==> src/common/tcio_pkg.sv <==
package tcio_pkg;

    // register byte offsets on the bus
    localparam logic [7:0] OFS_CTRL_HIGH = 8'h00;
    localparam logic [7:0] OFS_CTRL_LOW = 8'h04;
    localparam logic [7:0] OFS_MODE = 8'h08;
    localparam logic [7:0] OFS_GR_A = 8'h0C;
    localparam logic [7:0] OFS_GR_B = 8'h10;
    localparam logic [7:0] OFS_GR_C = 8'h14;
    localparam logic [7:0] OFS_GR_D = 8'h18;
    localparam logic [7:0] OFS_PIN_STATUS = 8'h1C;

    // field layout of the control registers
    localparam int unsigned FIELD_W = 4;
    localparam int unsigned FIELD_HI_LSB = 4;
    localparam int unsigned FIELD_LO_LSB = 0;
    localparam int unsigned FIELD_CAP_BIT = 3;
    localparam int unsigned FIELD_INIT_BIT = 2;

    // mode register layout
    localparam int unsigned BUF_B_BIT = 5;
    localparam int unsigned BUF_A_BIT = 4;
    localparam logic [7:0] MODE_FIXED_ONES = 8'hC0;
    localparam logic [3:0] MODE_MD_RESET = 4'h0;

    // reset values
    localparam logic [7:0] CTRL_RESET = 8'h00;
    localparam logic [1:0] BUF_RESET = 2'h0;
    localparam logic [15:0] GR_RESET = 16'h0000;

    // general register indices
    localparam int unsigned IDX_A = 0;
    localparam int unsigned IDX_B = 1;
    localparam int unsigned IDX_C = 2;
    localparam int unsigned IDX_D = 3;

    // function selected by one 4-bit field
    typedef enum logic [2:0] {
        TCIO_OUT_OFF = 3'b000,
        TCIO_OUT_LOW = 3'b001,
        TCIO_OUT_HIGH = 3'b010,
        TCIO_OUT_TOGGLE = 3'b011,
        TCIO_CAP_RISE = 3'b100,
        TCIO_CAP_FALL = 3'b101,
        TCIO_CAP_BOTH = 3'b110,
        TCIO_CAP_CH1 = 3'b111
    } tcio_mode_e;

    // field code to function
    function automatic tcio_mode_e tcio_decode(input logic [3:0] f);
        tcio_mode_e m;
        m = TCIO_OUT_OFF;
        if (!f[3]) begin
            case (f[1:0])
                2'h1: m = TCIO_OUT_LOW;
                2'h2: m = TCIO_OUT_HIGH;
                2'h3: m = TCIO_OUT_TOGGLE;
                default: m = TCIO_OUT_OFF;
            endcase
        end else if (f[2]) begin
            m = TCIO_CAP_CH1;
        end else begin
            case (f[1:0])
                2'h0: m = TCIO_CAP_RISE;
                2'h1: m = TCIO_CAP_FALL;
                default: m = TCIO_CAP_BOTH;
            endcase
        end
        return m;
    endfunction

endpackage

==> src/tcio_chan.sv <==
`timescale 1ns/100ps
module tcio_chan #(
    parameter int unsigned GR_W = 16
) (
    // clock and control
    input wire logic sys_clk,
    input wire logic rst_n,
    input wire logic ce,
    // configuration
    input wire logic [3:0] field,
    input wire logic active,
    // events and values
    input wire logic pin_sync,
    input wire logic cnt_tick,
    input wire logic ch1_tick,
    input wire logic [GR_W-1:0] cnt_value,
    input wire logic [GR_W-1:0] gr_value,
    // results
    output logic cap_hit,
    output logic match_hit,
    output logic pin_out,
    output logic pin_oe
);

    typedef struct packed {
        logic pin_prev;
        logic pin_out;
        logic pin_oe;
        logic [4:0] cfg_prev;
    } tcio_chan_s;

    tcio_chan_s st_q;
    tcio_chan_s st_d;
    tcio_pkg::tcio_mode_e mode;
    logic rise;
    logic fall;

    assign pin_out = st_q.pin_out;
    assign pin_oe = st_q.pin_oe;

    // capture, compare and pin level
    always_comb begin
        st_d = st_q;
        mode = tcio_pkg::tcio_decode(field);
        rise = pin_sync & ~st_q.pin_prev;
        fall = ~pin_sync & st_q.pin_prev;
        st_d.pin_prev = pin_sync;
        st_d.cfg_prev = {active, field};
        cap_hit = 1'b0;
        case (mode)
            tcio_pkg::TCIO_CAP_RISE: cap_hit = rise; // see RQ7
            tcio_pkg::TCIO_CAP_FALL: cap_hit = fall; // see RQ8
            tcio_pkg::TCIO_CAP_BOTH: cap_hit = rise | fall; // see RQ9
            tcio_pkg::TCIO_CAP_CH1: cap_hit = ch1_tick; // see RQ12
            default: cap_hit = 1'b0;
        endcase
        cap_hit = cap_hit & active; // see RQ14
        match_hit = active & ~field[tcio_pkg::FIELD_CAP_BIT] & cnt_tick
            & (cnt_value == gr_value); // see RQ3
        // output enable only for driving output codes
        st_d.pin_oe = active & ~field[tcio_pkg::FIELD_CAP_BIT]
            & (field[1:0] != 2'h0); // see RQ3
        if ({active, field} != st_q.cfg_prev) begin
            st_d.pin_out = field[tcio_pkg::FIELD_INIT_BIT]; // see RQ3
        end else if (match_hit) begin
            case (mode)
                tcio_pkg::TCIO_OUT_LOW: st_d.pin_out = 1'b0; // see RQ4
                tcio_pkg::TCIO_OUT_HIGH: st_d.pin_out = 1'b1; // see RQ5
                tcio_pkg::TCIO_OUT_TOGGLE: st_d.pin_out = ~st_q.pin_out; // see RQ6
                default: st_d.pin_out = st_q.pin_out;
            endcase
        end
    end

    // state register
    always_ff @(posedge sys_clk) begin
        if (!rst_n) begin
            st_q <= '0;
        end else if (ce) begin
            st_q <= st_d;
        end
    end

endmodule

==> src/tcio_top.sv <==
// What this block does
// (RQ1) The high control register holds register B's function in bits 7-4 and A's in 3-0.
// (RQ2) The low control register holds register D's function in bits 7-4 and C's in 3-0.
// (RQ3) Top bit 0 means output compare; low bits 00 disable the pin, bit 2 is the first level.
// (RQ4) Low bits 01 drive the pin low on each compare match after the first level.
// (RQ5) Low bits 10 drive the pin high on each compare match.
// (RQ6) Low bits 11 invert the pin on each compare match.
// (RQ7) Code 1000 captures the counter on a rising pin edge.
// (RQ8) Code 1001 captures the counter on a falling pin edge.
// (RQ9) Codes 1010 and 1011 capture the counter on both pin edges.
// (RQ10) With buffer B on, register D's field is ignored and D neither captures nor compares.
// (RQ11) With buffer A on, register C's field is ignored and C neither captures nor compares.
// (RQ12) Codes 11xx capture the counter on each count of channel 1.
// (RQ13) Both control registers clear on power-on reset or standby and keep their value otherwise.
// (RQ14) A register used as a buffer makes no capture and no compare of its own.
`timescale 1ns/100ps
module tcio_top #(
    parameter int unsigned GR_W = 16
) (
    // clock, reset, enable
    input wire logic sys_clk,
    input wire logic rst_n,
    input wire logic ce,
    input wire logic standby,
    // apb slave
    input wire logic psel,
    input wire logic penable,
    input wire logic pwrite,
    input wire logic [7:0] paddr,
    input wire logic [31:0] pwdata,
    output logic [31:0] prdata,
    output logic pready,
    output logic pslverr,
    // counter side
    input wire logic [GR_W-1:0] cnt_value,
    input wire logic cnt_tick,
    input wire logic ch1_tick,
    // pin a
    input wire logic pin_a_in,
    output logic pin_a_out,
    output logic pin_a_oe,
    // pin b
    input wire logic pin_b_in,
    output logic pin_b_out,
    output logic pin_b_oe,
    // pin c
    input wire logic pin_c_in,
    output logic pin_c_out,
    output logic pin_c_oe,
    // pin d
    input wire logic pin_d_in,
    output logic pin_d_out,
    output logic pin_d_oe,
    // event pulses, index 0 = a
    output logic [3:0] capture_evt,
    output logic [3:0] match_evt
);

    typedef struct packed {
        logic [7:0] ctrl_high;
        logic [7:0] ctrl_low;
        logic [1:0] buf_en;
        logic [3:0] md;
        logic [3:0][GR_W-1:0] gr;
        logic [3:0] sync1;
        logic [3:0] sync2;
        logic pready;
        logic pslverr;
        logic [31:0] prdata;
        logic [3:0] cap_evt;
        logic [3:0] match_evt;
    } tcio_state_s;

    tcio_state_s st_q;
    tcio_state_s st_d;
    logic [3:0][3:0] field;
    logic [3:0] active;
    logic [3:0] cap_hit;
    logic [3:0] match_hit;
    logic [3:0] pin_out;
    logic [3:0] pin_oe;
    logic [3:0] pin_raw;
    logic acc;
    logic commit;
    logic [31:0] rd_word;

    // true for every mapped register offset
    function automatic logic addr_mapped(input logic [7:0] a);
        logic ok;
        ok = 1'b0;
        case (a)
            tcio_pkg::OFS_CTRL_HIGH,
            tcio_pkg::OFS_CTRL_LOW,
            tcio_pkg::OFS_MODE,
            tcio_pkg::OFS_GR_A,
            tcio_pkg::OFS_GR_B,
            tcio_pkg::OFS_GR_C,
            tcio_pkg::OFS_GR_D,
            tcio_pkg::OFS_PIN_STATUS: ok = 1'b1;
            default: ok = 1'b0;
        endcase
        return ok;
    endfunction

    // widen a general register to a bus word
    function automatic logic [31:0] gr_word(input logic [GR_W-1:0] v);
        logic [31:0] w;
        w = '0;
        w[GR_W-1:0] = v;
        return w;
    endfunction

    // pin bundle
    assign pin_raw = {pin_d_in, pin_c_in, pin_b_in, pin_a_in};

    // fields of the four general registers
    assign field[tcio_pkg::IDX_A] =
        st_q.ctrl_high[tcio_pkg::FIELD_LO_LSB +: tcio_pkg::FIELD_W]; // see RQ1
    assign field[tcio_pkg::IDX_B] =
        st_q.ctrl_high[tcio_pkg::FIELD_HI_LSB +: tcio_pkg::FIELD_W]; // see RQ1
    assign field[tcio_pkg::IDX_C] =
        st_q.ctrl_low[tcio_pkg::FIELD_LO_LSB +: tcio_pkg::FIELD_W]; // see RQ2
    assign field[tcio_pkg::IDX_D] =
        st_q.ctrl_low[tcio_pkg::FIELD_HI_LSB +: tcio_pkg::FIELD_W]; // see RQ2

    // buffer partners lose their own function
    assign active[tcio_pkg::IDX_A] = 1'b1;
    assign active[tcio_pkg::IDX_B] = 1'b1;
    assign active[tcio_pkg::IDX_C] = ~st_q.buf_en[0]; // see RQ11
    assign active[tcio_pkg::IDX_D] = ~st_q.buf_en[1]; // see RQ10

    // one channel unit per general register
    genvar gi;
    generate
        for (gi = 0; gi < 4; gi++) begin : g_chan
            tcio_chan #(
                .GR_W(GR_W)
            ) u_chan (
                .sys_clk(sys_clk),
                .rst_n(rst_n),
                .ce(ce),
                .field(field[gi]),
                .active(active[gi]),
                .pin_sync(st_q.sync2[gi]),
                .cnt_tick(cnt_tick),
                .ch1_tick(ch1_tick),
                .cnt_value(cnt_value),
                .gr_value(st_q.gr[gi]),
                .cap_hit(cap_hit[gi]),
                .match_hit(match_hit[gi]),
                .pin_out(pin_out[gi]),
                .pin_oe(pin_oe[gi])
            );
        end
    endgenerate

    // pin outputs straight from channel flops
    assign pin_a_out = pin_out[tcio_pkg::IDX_A];
    assign pin_b_out = pin_out[tcio_pkg::IDX_B];
    assign pin_c_out = pin_out[tcio_pkg::IDX_C];
    assign pin_d_out = pin_out[tcio_pkg::IDX_D];
    assign pin_a_oe = pin_oe[tcio_pkg::IDX_A];
    assign pin_b_oe = pin_oe[tcio_pkg::IDX_B];
    assign pin_c_oe = pin_oe[tcio_pkg::IDX_C];
    assign pin_d_oe = pin_oe[tcio_pkg::IDX_D];

    // bus and event outputs
    assign prdata = st_q.prdata;
    assign pready = st_q.pready;
    assign pslverr = st_q.pslverr;
    assign capture_evt = st_q.cap_evt;
    assign match_evt = st_q.match_evt;

    // access phase and the edge that completes it
    assign acc = psel & penable;
    assign commit = acc & st_q.pready & pwrite & ~st_q.pslverr;

    // read mux
    always_comb begin
        rd_word = '0;
        case (paddr)
            tcio_pkg::OFS_CTRL_HIGH: rd_word[7:0] = st_q.ctrl_high;
            tcio_pkg::OFS_CTRL_LOW: rd_word[7:0] = st_q.ctrl_low;
            tcio_pkg::OFS_MODE: begin
                rd_word[7:0] = tcio_pkg::MODE_FIXED_ONES;
                rd_word[tcio_pkg::BUF_B_BIT] = st_q.buf_en[1];
                rd_word[tcio_pkg::BUF_A_BIT] = st_q.buf_en[0];
                rd_word[3:0] = st_q.md;
            end
            tcio_pkg::OFS_GR_A: rd_word = gr_word(st_q.gr[tcio_pkg::IDX_A]);
            tcio_pkg::OFS_GR_B: rd_word = gr_word(st_q.gr[tcio_pkg::IDX_B]);
            tcio_pkg::OFS_GR_C: rd_word = gr_word(st_q.gr[tcio_pkg::IDX_C]);
            tcio_pkg::OFS_GR_D: rd_word = gr_word(st_q.gr[tcio_pkg::IDX_D]);
            tcio_pkg::OFS_PIN_STATUS: begin
                rd_word[3:0] = st_q.sync2;
                rd_word[7:4] = pin_out;
                rd_word[11:8] = pin_oe;
            end
            default: rd_word = '0;
        endcase
    end

    // next state
    always_comb begin
        st_d = st_q;
        // two-stage pin synchroniser
        st_d.sync1 = pin_raw;
        st_d.sync2 = st_q.sync1;
        // bus answer one cycle into the access phase
        st_d.pready = acc & ~st_q.pready;
        if (acc && !st_q.pready) begin
            st_d.pslverr = ~addr_mapped(paddr);
            st_d.prdata = pwrite ? 32'h0000_0000 : rd_word;
        end else begin
            st_d.pslverr = 1'b0;
        end
        // software writes
        if (commit) begin
            case (paddr)
                tcio_pkg::OFS_CTRL_HIGH: st_d.ctrl_high = pwdata[7:0];
                tcio_pkg::OFS_CTRL_LOW: st_d.ctrl_low = pwdata[7:0];
                tcio_pkg::OFS_MODE: begin
                    st_d.buf_en[1] = pwdata[tcio_pkg::BUF_B_BIT];
                    st_d.buf_en[0] = pwdata[tcio_pkg::BUF_A_BIT];
                    st_d.md = pwdata[3:0];
                end
                tcio_pkg::OFS_GR_A: st_d.gr[tcio_pkg::IDX_A] = pwdata[GR_W-1:0];
                tcio_pkg::OFS_GR_B: st_d.gr[tcio_pkg::IDX_B] = pwdata[GR_W-1:0];
                tcio_pkg::OFS_GR_C: st_d.gr[tcio_pkg::IDX_C] = pwdata[GR_W-1:0];
                tcio_pkg::OFS_GR_D: st_d.gr[tcio_pkg::IDX_D] = pwdata[GR_W-1:0];
                default: st_d.gr = st_q.gr;
            endcase
        end
        // capture wins over a write in the same cycle
        for (int i = 0; i < 4; i++) begin
            if (cap_hit[i]) begin
                st_d.gr[i] = cnt_value; // see RQ7
            end
        end
        // buffer pairs: capture pushes old value down, match pulls new one up
        if (st_q.buf_en[0]) begin
            if (cap_hit[tcio_pkg::IDX_A]) begin
                st_d.gr[tcio_pkg::IDX_C] = st_q.gr[tcio_pkg::IDX_A]; // see RQ11
            end else if (match_hit[tcio_pkg::IDX_A]) begin
                st_d.gr[tcio_pkg::IDX_A] = st_q.gr[tcio_pkg::IDX_C];
            end
        end
        if (st_q.buf_en[1]) begin
            if (cap_hit[tcio_pkg::IDX_B]) begin
                st_d.gr[tcio_pkg::IDX_D] = st_q.gr[tcio_pkg::IDX_B]; // see RQ10
            end else if (match_hit[tcio_pkg::IDX_B]) begin
                st_d.gr[tcio_pkg::IDX_B] = st_q.gr[tcio_pkg::IDX_D];
            end
        end
        // one-cycle event pulses
        st_d.cap_evt = cap_hit;
        st_d.match_evt = match_hit;
        // standby clears the control registers
        if (standby) begin
            st_d.ctrl_high = tcio_pkg::CTRL_RESET; // see RQ13
            st_d.ctrl_low = tcio_pkg::CTRL_RESET; // see RQ13
            st_d.buf_en = tcio_pkg::BUF_RESET;
            st_d.md = tcio_pkg::MODE_MD_RESET;
        end
    end

    // state register, power-on reset
    always_ff @(posedge sys_clk) begin
        if (!rst_n) begin
            st_q <= '0; // see RQ13
        end else if (ce) begin
            st_q <= st_d;
        end
    end

endmodule

==> config.mk <==
export PLATFORM = sky130hd
export DESIGN_NAME = tcio_top
export DESIGN_NICKNAME = d
export VERILOG_FILES = /design/src/common/tcio_pkg.sv /design/src/tcio_chan.sv /design/src/tcio_top.sv
export SDC_FILE = /design/constraint.sdc
export NUM_CORES = 1
export LEC_CHECK = 0
export ABC_AREA = 1
export BUFFER_PORTS_ARGS = -buffer_cell sky130_fd_sc_hd__buf_2
export CAP_MARGIN = 20
export CELL_PAD_IN_SITES_DETAIL_PLACEMENT = 1
export CELL_PAD_IN_SITES_GLOBAL_PLACEMENT = 1
export CORE_UTILIZATION = 45
export CTS_BUF_LIST = sky130_fd_sc_hd__clkbuf_4 sky130_fd_sc_hd__clkbuf_8 sky130_fd_sc_hd__clkbuf_16
export CTS_CLUSTER_DIAMETER = 120
export DETAILED_ROUTE_END_ITERATION = 10
export HOLD_SLACK_MARGIN = 0.05
export PLACE_DENSITY_LB_ADDON = 0.1
export SYNTH_ARGS = -nofsm -noshare
export SYNTH_HDL_FRONTEND = slang
export SYNTH_SLANG_ARGS = --single-unit
==> constraint.sdc <==
create_clock -name sys_clk -period 3.1 [get_ports sys_clk]
set_input_delay 0.31 -clock sys_clk [delete_from_list [all_inputs] [get_ports sys_clk]]
set_output_delay 0.31 -clock sys_clk [all_outputs]
set_load 0.02 [all_outputs]
==> metrics.md, run 1 <==
| Metric | Value |
|---|---|
| Via-per-instance ratio | 5.96 |
| Die area | 23,900 µm² |
| Starting Density | 46.1% |
| Synth area leaders | dfxtp_1, nand2_1, o21ai_0 |
| Worst skew pair latency | 450 ps |
| Post-CTS sizing | 0 |
| EDFF count, synth | 0 |
| Die Ht | 155 µm |
| Leading area contributor after synthesis | dfxtp_1 |
| Flip-flop and latch area | slightly above 3000 µm² |
| Synth Area per Inst | 6.13 µm² |
| Maximum vdd drop | 0.317 mV |
| Dpl cells | 1,986 |
| Cts bufs inserted | 17 |
| PwrDens | 454 nW/µm² |
| Initial DRC count | 1,278 |
| Vias in the first global route | 11,500 |
| Outcome | completed |
| Most frequent cells in the layout | nand2_1, o21ai_0, inv_1 |
| Htree depth | 4 |
| Worst Setup End Kind | register |
| Fraction of the yosys area taken by sequential cells | 28.9% |
| Worst Path Required | 3430 ps |
| Post-route ant nets | 0 |
| RSZ-0062 raised after global routing | false |
| Routed vias | 12,000 |
| Die W | 155 µm |
| Hold Buf Count CTS | 0 |
| Fmax | 386 MHz |
| Power, Total | 0.00518 W |
| Reg-to-reg slack, setup | 510 ps |
| Total core area | 22,700 µm² |
| Root Buffer | clkbuf_16 |
| Drc violations | 0 |
| Async set-reset flop share out of synthesis | 0% |
| Share of cells above drive strength 1 | 11.1% |
| Initial antenna violation count | 1 |
| Max-slew violation count | 0 |
| Reg-to-reg critical path startpoint | pready |
| Multi-input logic area | a little over 6000 µm² |
| Routed Wire Length | 44.0 mm |
| CP Class | register to register |
| Setup_tns | 0 ps |
| Syn Inst Count | between 1,500 and 2,000 |
| Synth Flop Type | dfxtp_1 |
| Rel. slew slack | a little over a third |
| Largest net degree at the start of global routing | 163 |
| Critical Path Source Type | register |
| Commonest non-fill, non-tap cell in the layout | nand2_1 |
| Final setup fails | 0 |
| Cell Area, Synth | 10,500 µm² |
| Synth Warn # | 0 |
| Final nets | 1,797 |
| Final period utilization | 83.5% |
| Row cnt | 55 |
| Boundary Pins | between 100 and 150 |
| DR pass1 iterations | 5 |
| Number of max-cap violations | 0 |
| Leak | around 5.1 nW |
| Overflow after GRT | 0 |
| Clock sink total | 151 |
| CTS tree | yes |
| WL/cell | between 20 and 25 µm |
| Minimum clock period | 2590 ps |
| Critical path arrival | 2920 ps |
| Clk_skew | 11.4 ps |
| CTS clk-pin slew, worst paths | 70 ps |
| Post-CTS Setup Bufs | 0 |
| Worst hold start | pin_b_in |
| Hold Vio Cnt, Final | 0 |
| Fill count | 3,219 |
| Unique cell type count in the Yosys netlist | 47 |
| Non-filler cells, final | 2,018 |
| Count of state elements after synthesis | approximately 150 |
| Post-DP HPWL | approximately 31 mm |
| PortBufs | 86 |
| GRT Total Usage | 37.2% |
| First-pass GRT wire length | 67.3 mm |
| Worst-margin pin slew | 964 ps |
| Share of the synthesized area in the top cell type | 28.9% |
| CP startpoint | pready |
| Layout area overhead | 8.86% |
| HP Class | input port to register |
| Maximum clock insertion buffer count | 2 |
| Crit Path Max Fanout | 15 |
| Antenna cell count | 0 |
| Final GP Congestion | a little under 1 |
-- sequential cells by signal (all words and copies together) (netlist names) --
| signal | cells |
|---|---|
| capture_evt | 4 |
| match_evt | 4 |
| pslverr | 1 |
| st_q | 74 |
| g_chan.u_chan.pin_out | 4 |
| g_chan.u_chan.pin_oe | 4 |
| g_chan.u_chan.st_q | 23 |
| prdata | 16 |
| field | 16 |
| pready | 1 |
| st_d | 4 |
-- per-layer routing --
| layer | GRT usage (%) | vias to the layer above | part of all wire, % | routed length [µm] |
|---|---|---|---|---|
| met1 | 50.0 | 5756 | 43 | 18800 |
| met2 | 56.7 | 574 | 43 | 18800 |
| met3 | 8.18 | 130 | 10 | 4420 |
| met4 | 17.2 | 2 | 4.3 | 1900 |
| met5 | 0 | - | 0.030 | 13 |
| li1 | - | 5567 | - | - |
-- report_power, final --
| part | total [W] | switching, W | internal [W] |
|---|---|---|---|
| Clock | 0.00226 | 0.00102 | 0.00124 |
| Sequential | 0.00211 | 0.0000828 | 0.00203 |
| Combinational | 0.000811 | 0.000573 | 0.000239 |
| Total | 0.00518 | 0.00168 | 0.00350 |
-- through the flow --
stage                     hold slack (ps)  utilization [%]  setup slack (ps)  cell area (µm²)
after detailed placement              453             47.5               665            10800
after global placement                444             47.5               758            10800
after CTS                            79.4             50.2               560            11400
after global routing                  107             50.2               438            11400
final                                78.0             50.2               511            11400
after floorplan                       430                -              1300            10500
-- synthesized netlist by cell type, types with 2 or more instances --
| cell type | n |
|---|---|
| nor2_4 | 3 |
| nand2_2 | 5 |
| a21oi_1 | 160 |
| nand4_1 | 27 |
| buf_6 | 7 |
| o21ai_0 | 203 |
| nor2_1 | 153 |
| and2_1 | 2 |
| xnor2_1 | 16 |
| clkbuf_2 | 3 |
| xor2_1 | 16 |
| o211ai_1 | 10 |
| nor3_1 | 16 |
| clkbuf_1 | 53 |
| inv_1 | 173 |
| nand2_1 | 404 |
| a211oi_1 | 4 |
| o2111ai_1 | 4 |
| dfxtp_1 | 151 |
| a21oi_2 | 5 |
| buf_2 | 23 |
| o21ai_2 | 5 |
| o31ai_1 | 3 |
| ha_1 | 8 |
| o211a_1 | 2 |
| nand3b_1 | 8 |
| nand3_1 | 103 |
| buf_1 | 4 |
| inv_2 | 13 |
| o22ai_1 | 33 |
| buf_4 | 46 |
| nor2_2 | 6 |
| nor3_4 | 2 |
| nor3_2 | 2 |
| o21ai_1 | 22 |
-- final timing paths --
| kind | end | depth (start not counted) |
|---|---|---|
| worst min-delay path | st_d[43] | 3 |
| worst min register to register | prdata[15] | 2 |
| worst max-delay path | st_q[102] | 12 |
| worst max register to register | st_q[102] | 12 |
-- area by class of cell --
cell class	count	area share [%]
Timing Repair Buffer	115	5.82
Tap cell	285	3.13
Multi-Input combinational cell	1248	52.9
Sequential cell	151	26.5
Inverter	187	6.16
Clock inverter	14	1.64
Clock buffer	18	3.80
-- worst max-delay path, cell delays in order (launching register included) --
cell and delay, ps:
dfxtp_1 400, inv_2 50, nor2_2 90, nand2_2 90, nor2_8 260, inv_2 200, nor2_2 470, buf_4 330
nand2_1 120, o21ai_1 140, a21oi_1 100, nor2_1 150, nor2_1 80
-- cells by family after synthesis --
logic type	Yosys count	synth area share [%]
and+or+nand+nor	738	30.1
other	1	0.0358
xor gates and xnor gates	32	2.68
adders and majority gates	8	0.956
AOI/OAI and AO/OA	454	23.3
DFF	151	28.9
buffers and inverters	323	14.0
Power figures use the tool's default switching activity.
==> run 2, diff against run 1 <==
- CORE_UTILIZATION: 45 -> 38
- clock period: 3.1 -> 2.36 ns (I/O delays scaled with it)
==> metrics.md, run 2 (synthesized netlist as in run 1, its figures left out) <==
| Metric | Value |
|---|---|
| Outcome | completed |
| Number of max-cap violations | 0 |
| Cts bufs inserted | 17 |
| Final period utilization | between 80 and 90% |
| DR pass1 iterations | 7 |
| Maximum vdd drop | slightly above 0.4 mV |
| Max reg flops | 74 |
| HP Class | input port to register |
| Most frequent cells in the layout | nand2_1, o21ai_0, inv_1 |
| CP cell instances | inv_1 -> ha_1 -> nor2_1 -> nor2_1 -> o21ai_1 -> nand2_2 -> nor2_2 -> inv_2 -> buf_4 -> o21ai_0 -> a21oi_1 -> nor2_1 -> nor2_1 |
| Routed Wire Length | 45.9 mm |
| Critical Path Source Type | register |
| Minimum clock period | ~2100 ps |
| Initial DRC count | between 1,000 and 1,500 |
| Starting Density | 38.7% |
| First-pass GRT wire length | 70.1 mm |
| GRT Total Usage | 32.9% |
| Htree depth | 4 |
| Register name with the most flops | st_q |
| Worst Path Required | 2690 ps |
| Worst skew pair latency | 440 ps |
| Crit path max-delay family | simple AND/OR/NAND/NOR gates |
| Largest registers | st_q x74, g_chan.u_chan.st_q x23 |
| Final setup fails | 0 |
| Layout area overhead | 12.4% |
| Post-route ant nets | 0 |
| Util after Layout | roughly 44% |
| Commonest non-fill, non-tap cell in the layout | nand2_1 |
| Maximum clock insertion buffer count | 2 |
| Post-DP HPWL | 33.7 mm |
| WL/cell | 21.8 µm |
| Largest net degree at the start of global routing | 163 |
| CTS clk-pin slew, worst paths | approximately 70 ps |
| Total core area | 27,000 µm² |
| Rel. slew slack | 47.0% |
| Antenna cell count | 0 |
| Die Ht | 168 µm |
| Critical path arrival | 2420 ps |
| Die area | around 28,000 µm² |
| Boundary Pins | 119 |
| Buffers plus inverters on the worst setup path | 3 |
| CTS tree | yes |
| Worst path max stage delay | 360 ps |
| Clk_skew | 11.8 ps |
| Routed vias | roughly 12,000 |
| Critical-path top delay cell | dfxtp_1 |
| Root Buffer | clkbuf_16 |
| Worst-margin pin slew | 794 ps |
| Final GP Congestion | between 0.9 and 1 |
| Via-per-instance ratio | 5.72 |
| PwrDens | approximately 580 nW/µm² |
| RSZ-0062 raised after global routing | false |
| Die W | 168 µm |
| Drc violations | 0 |
| Leak | 5.29 nW |
| Vias in the first global route | 11,700 |
| Final nets | 1,828 |
| Most used cell, CP | nor2_1 |
| CP Class | register to register |
| Worst Setup End Kind | register |
| Hold Vio Cnt, Final | 0 |
| Clock sink total | roughly 150 |
| Setup_tns | 0 ps |
| Fmax | about 480 MHz |
| Max-slew violation count | 0 |
| Crit Path Max Fanout | 18 |
| Row cnt | 60 |
| Overflow after GRT | 0 |
| PortBufs | 86 |
| Initial antenna violation count | 0 |
| Share of cells above drive strength 1 | 12.5% |
-- run 2: per-layer routing --
metal  global-route usage, %  wire, µm  vias up
met3                    6.16      3910       80
met5                       0         0        -
met1                    45.9     20700     5822
met4                    12.0      1410        0
li1                        -         -     5629
met2                    50.4     19900      500
-- run 2: layout make-up --
cell class,instances,area [µm²]
sequential,151,3020
inverter,187,706
clock inverter,13,161
multi-input combinational,1248,6030
timing repair buffer,146,981
clock buffer,18,433
tap,341,427
fill,3676,15300
-- run 2: worst paths after layout --
check	start	endpoint	slack, ps	cells after the start
max reg2reg	g_chan[1].u_chan.st_q[7]	st_q[99]	270	13
min reg2reg	prdata[15]	prdata[15]	460	2
min	pwrite	prdata[3]	200	4
max	g_chan[1].u_chan.st_q[7]	st_q[99]	270	13
-- run 2: report_power, final --
part | leakage, nW | switching [W] | internal [W]
combinational | 3.77 | 0.000762 | 0.000343
clock | 0.287 | 0.00135 | 0.00161
sequential | 1.24 | 0.000109 | 0.00266
-- run 2: worst min-delay path, stage by stage --
cell     delay [ps]
buf_2           130
nor3_2          100
nand2_1          80
a21oi_1          50
-- run 2: through the flow --
step	worst slack, ps	cell area [µm²]	hold slack, ps	cells	power (W)
after floorplan	563	10500	371	1722	0.00352
after global placement	250	11100	446	2069	0.00387
after detailed placement	203	11100	454	2069	0.00390
after CTS	189	11800	194	2104	0.00683
after global routing	19.8	11800	222	2104	0.00707
final	273	11800	196	2104	0.00684
-- run 2: what timing repair did --
action	4_1_cts	5_1_grt
hold endpoints to repair	4	0
hold buffers	4	0
endpoints found under the setup margin	0	1
buffers inserted	0	0
gates resized for setup	0	1
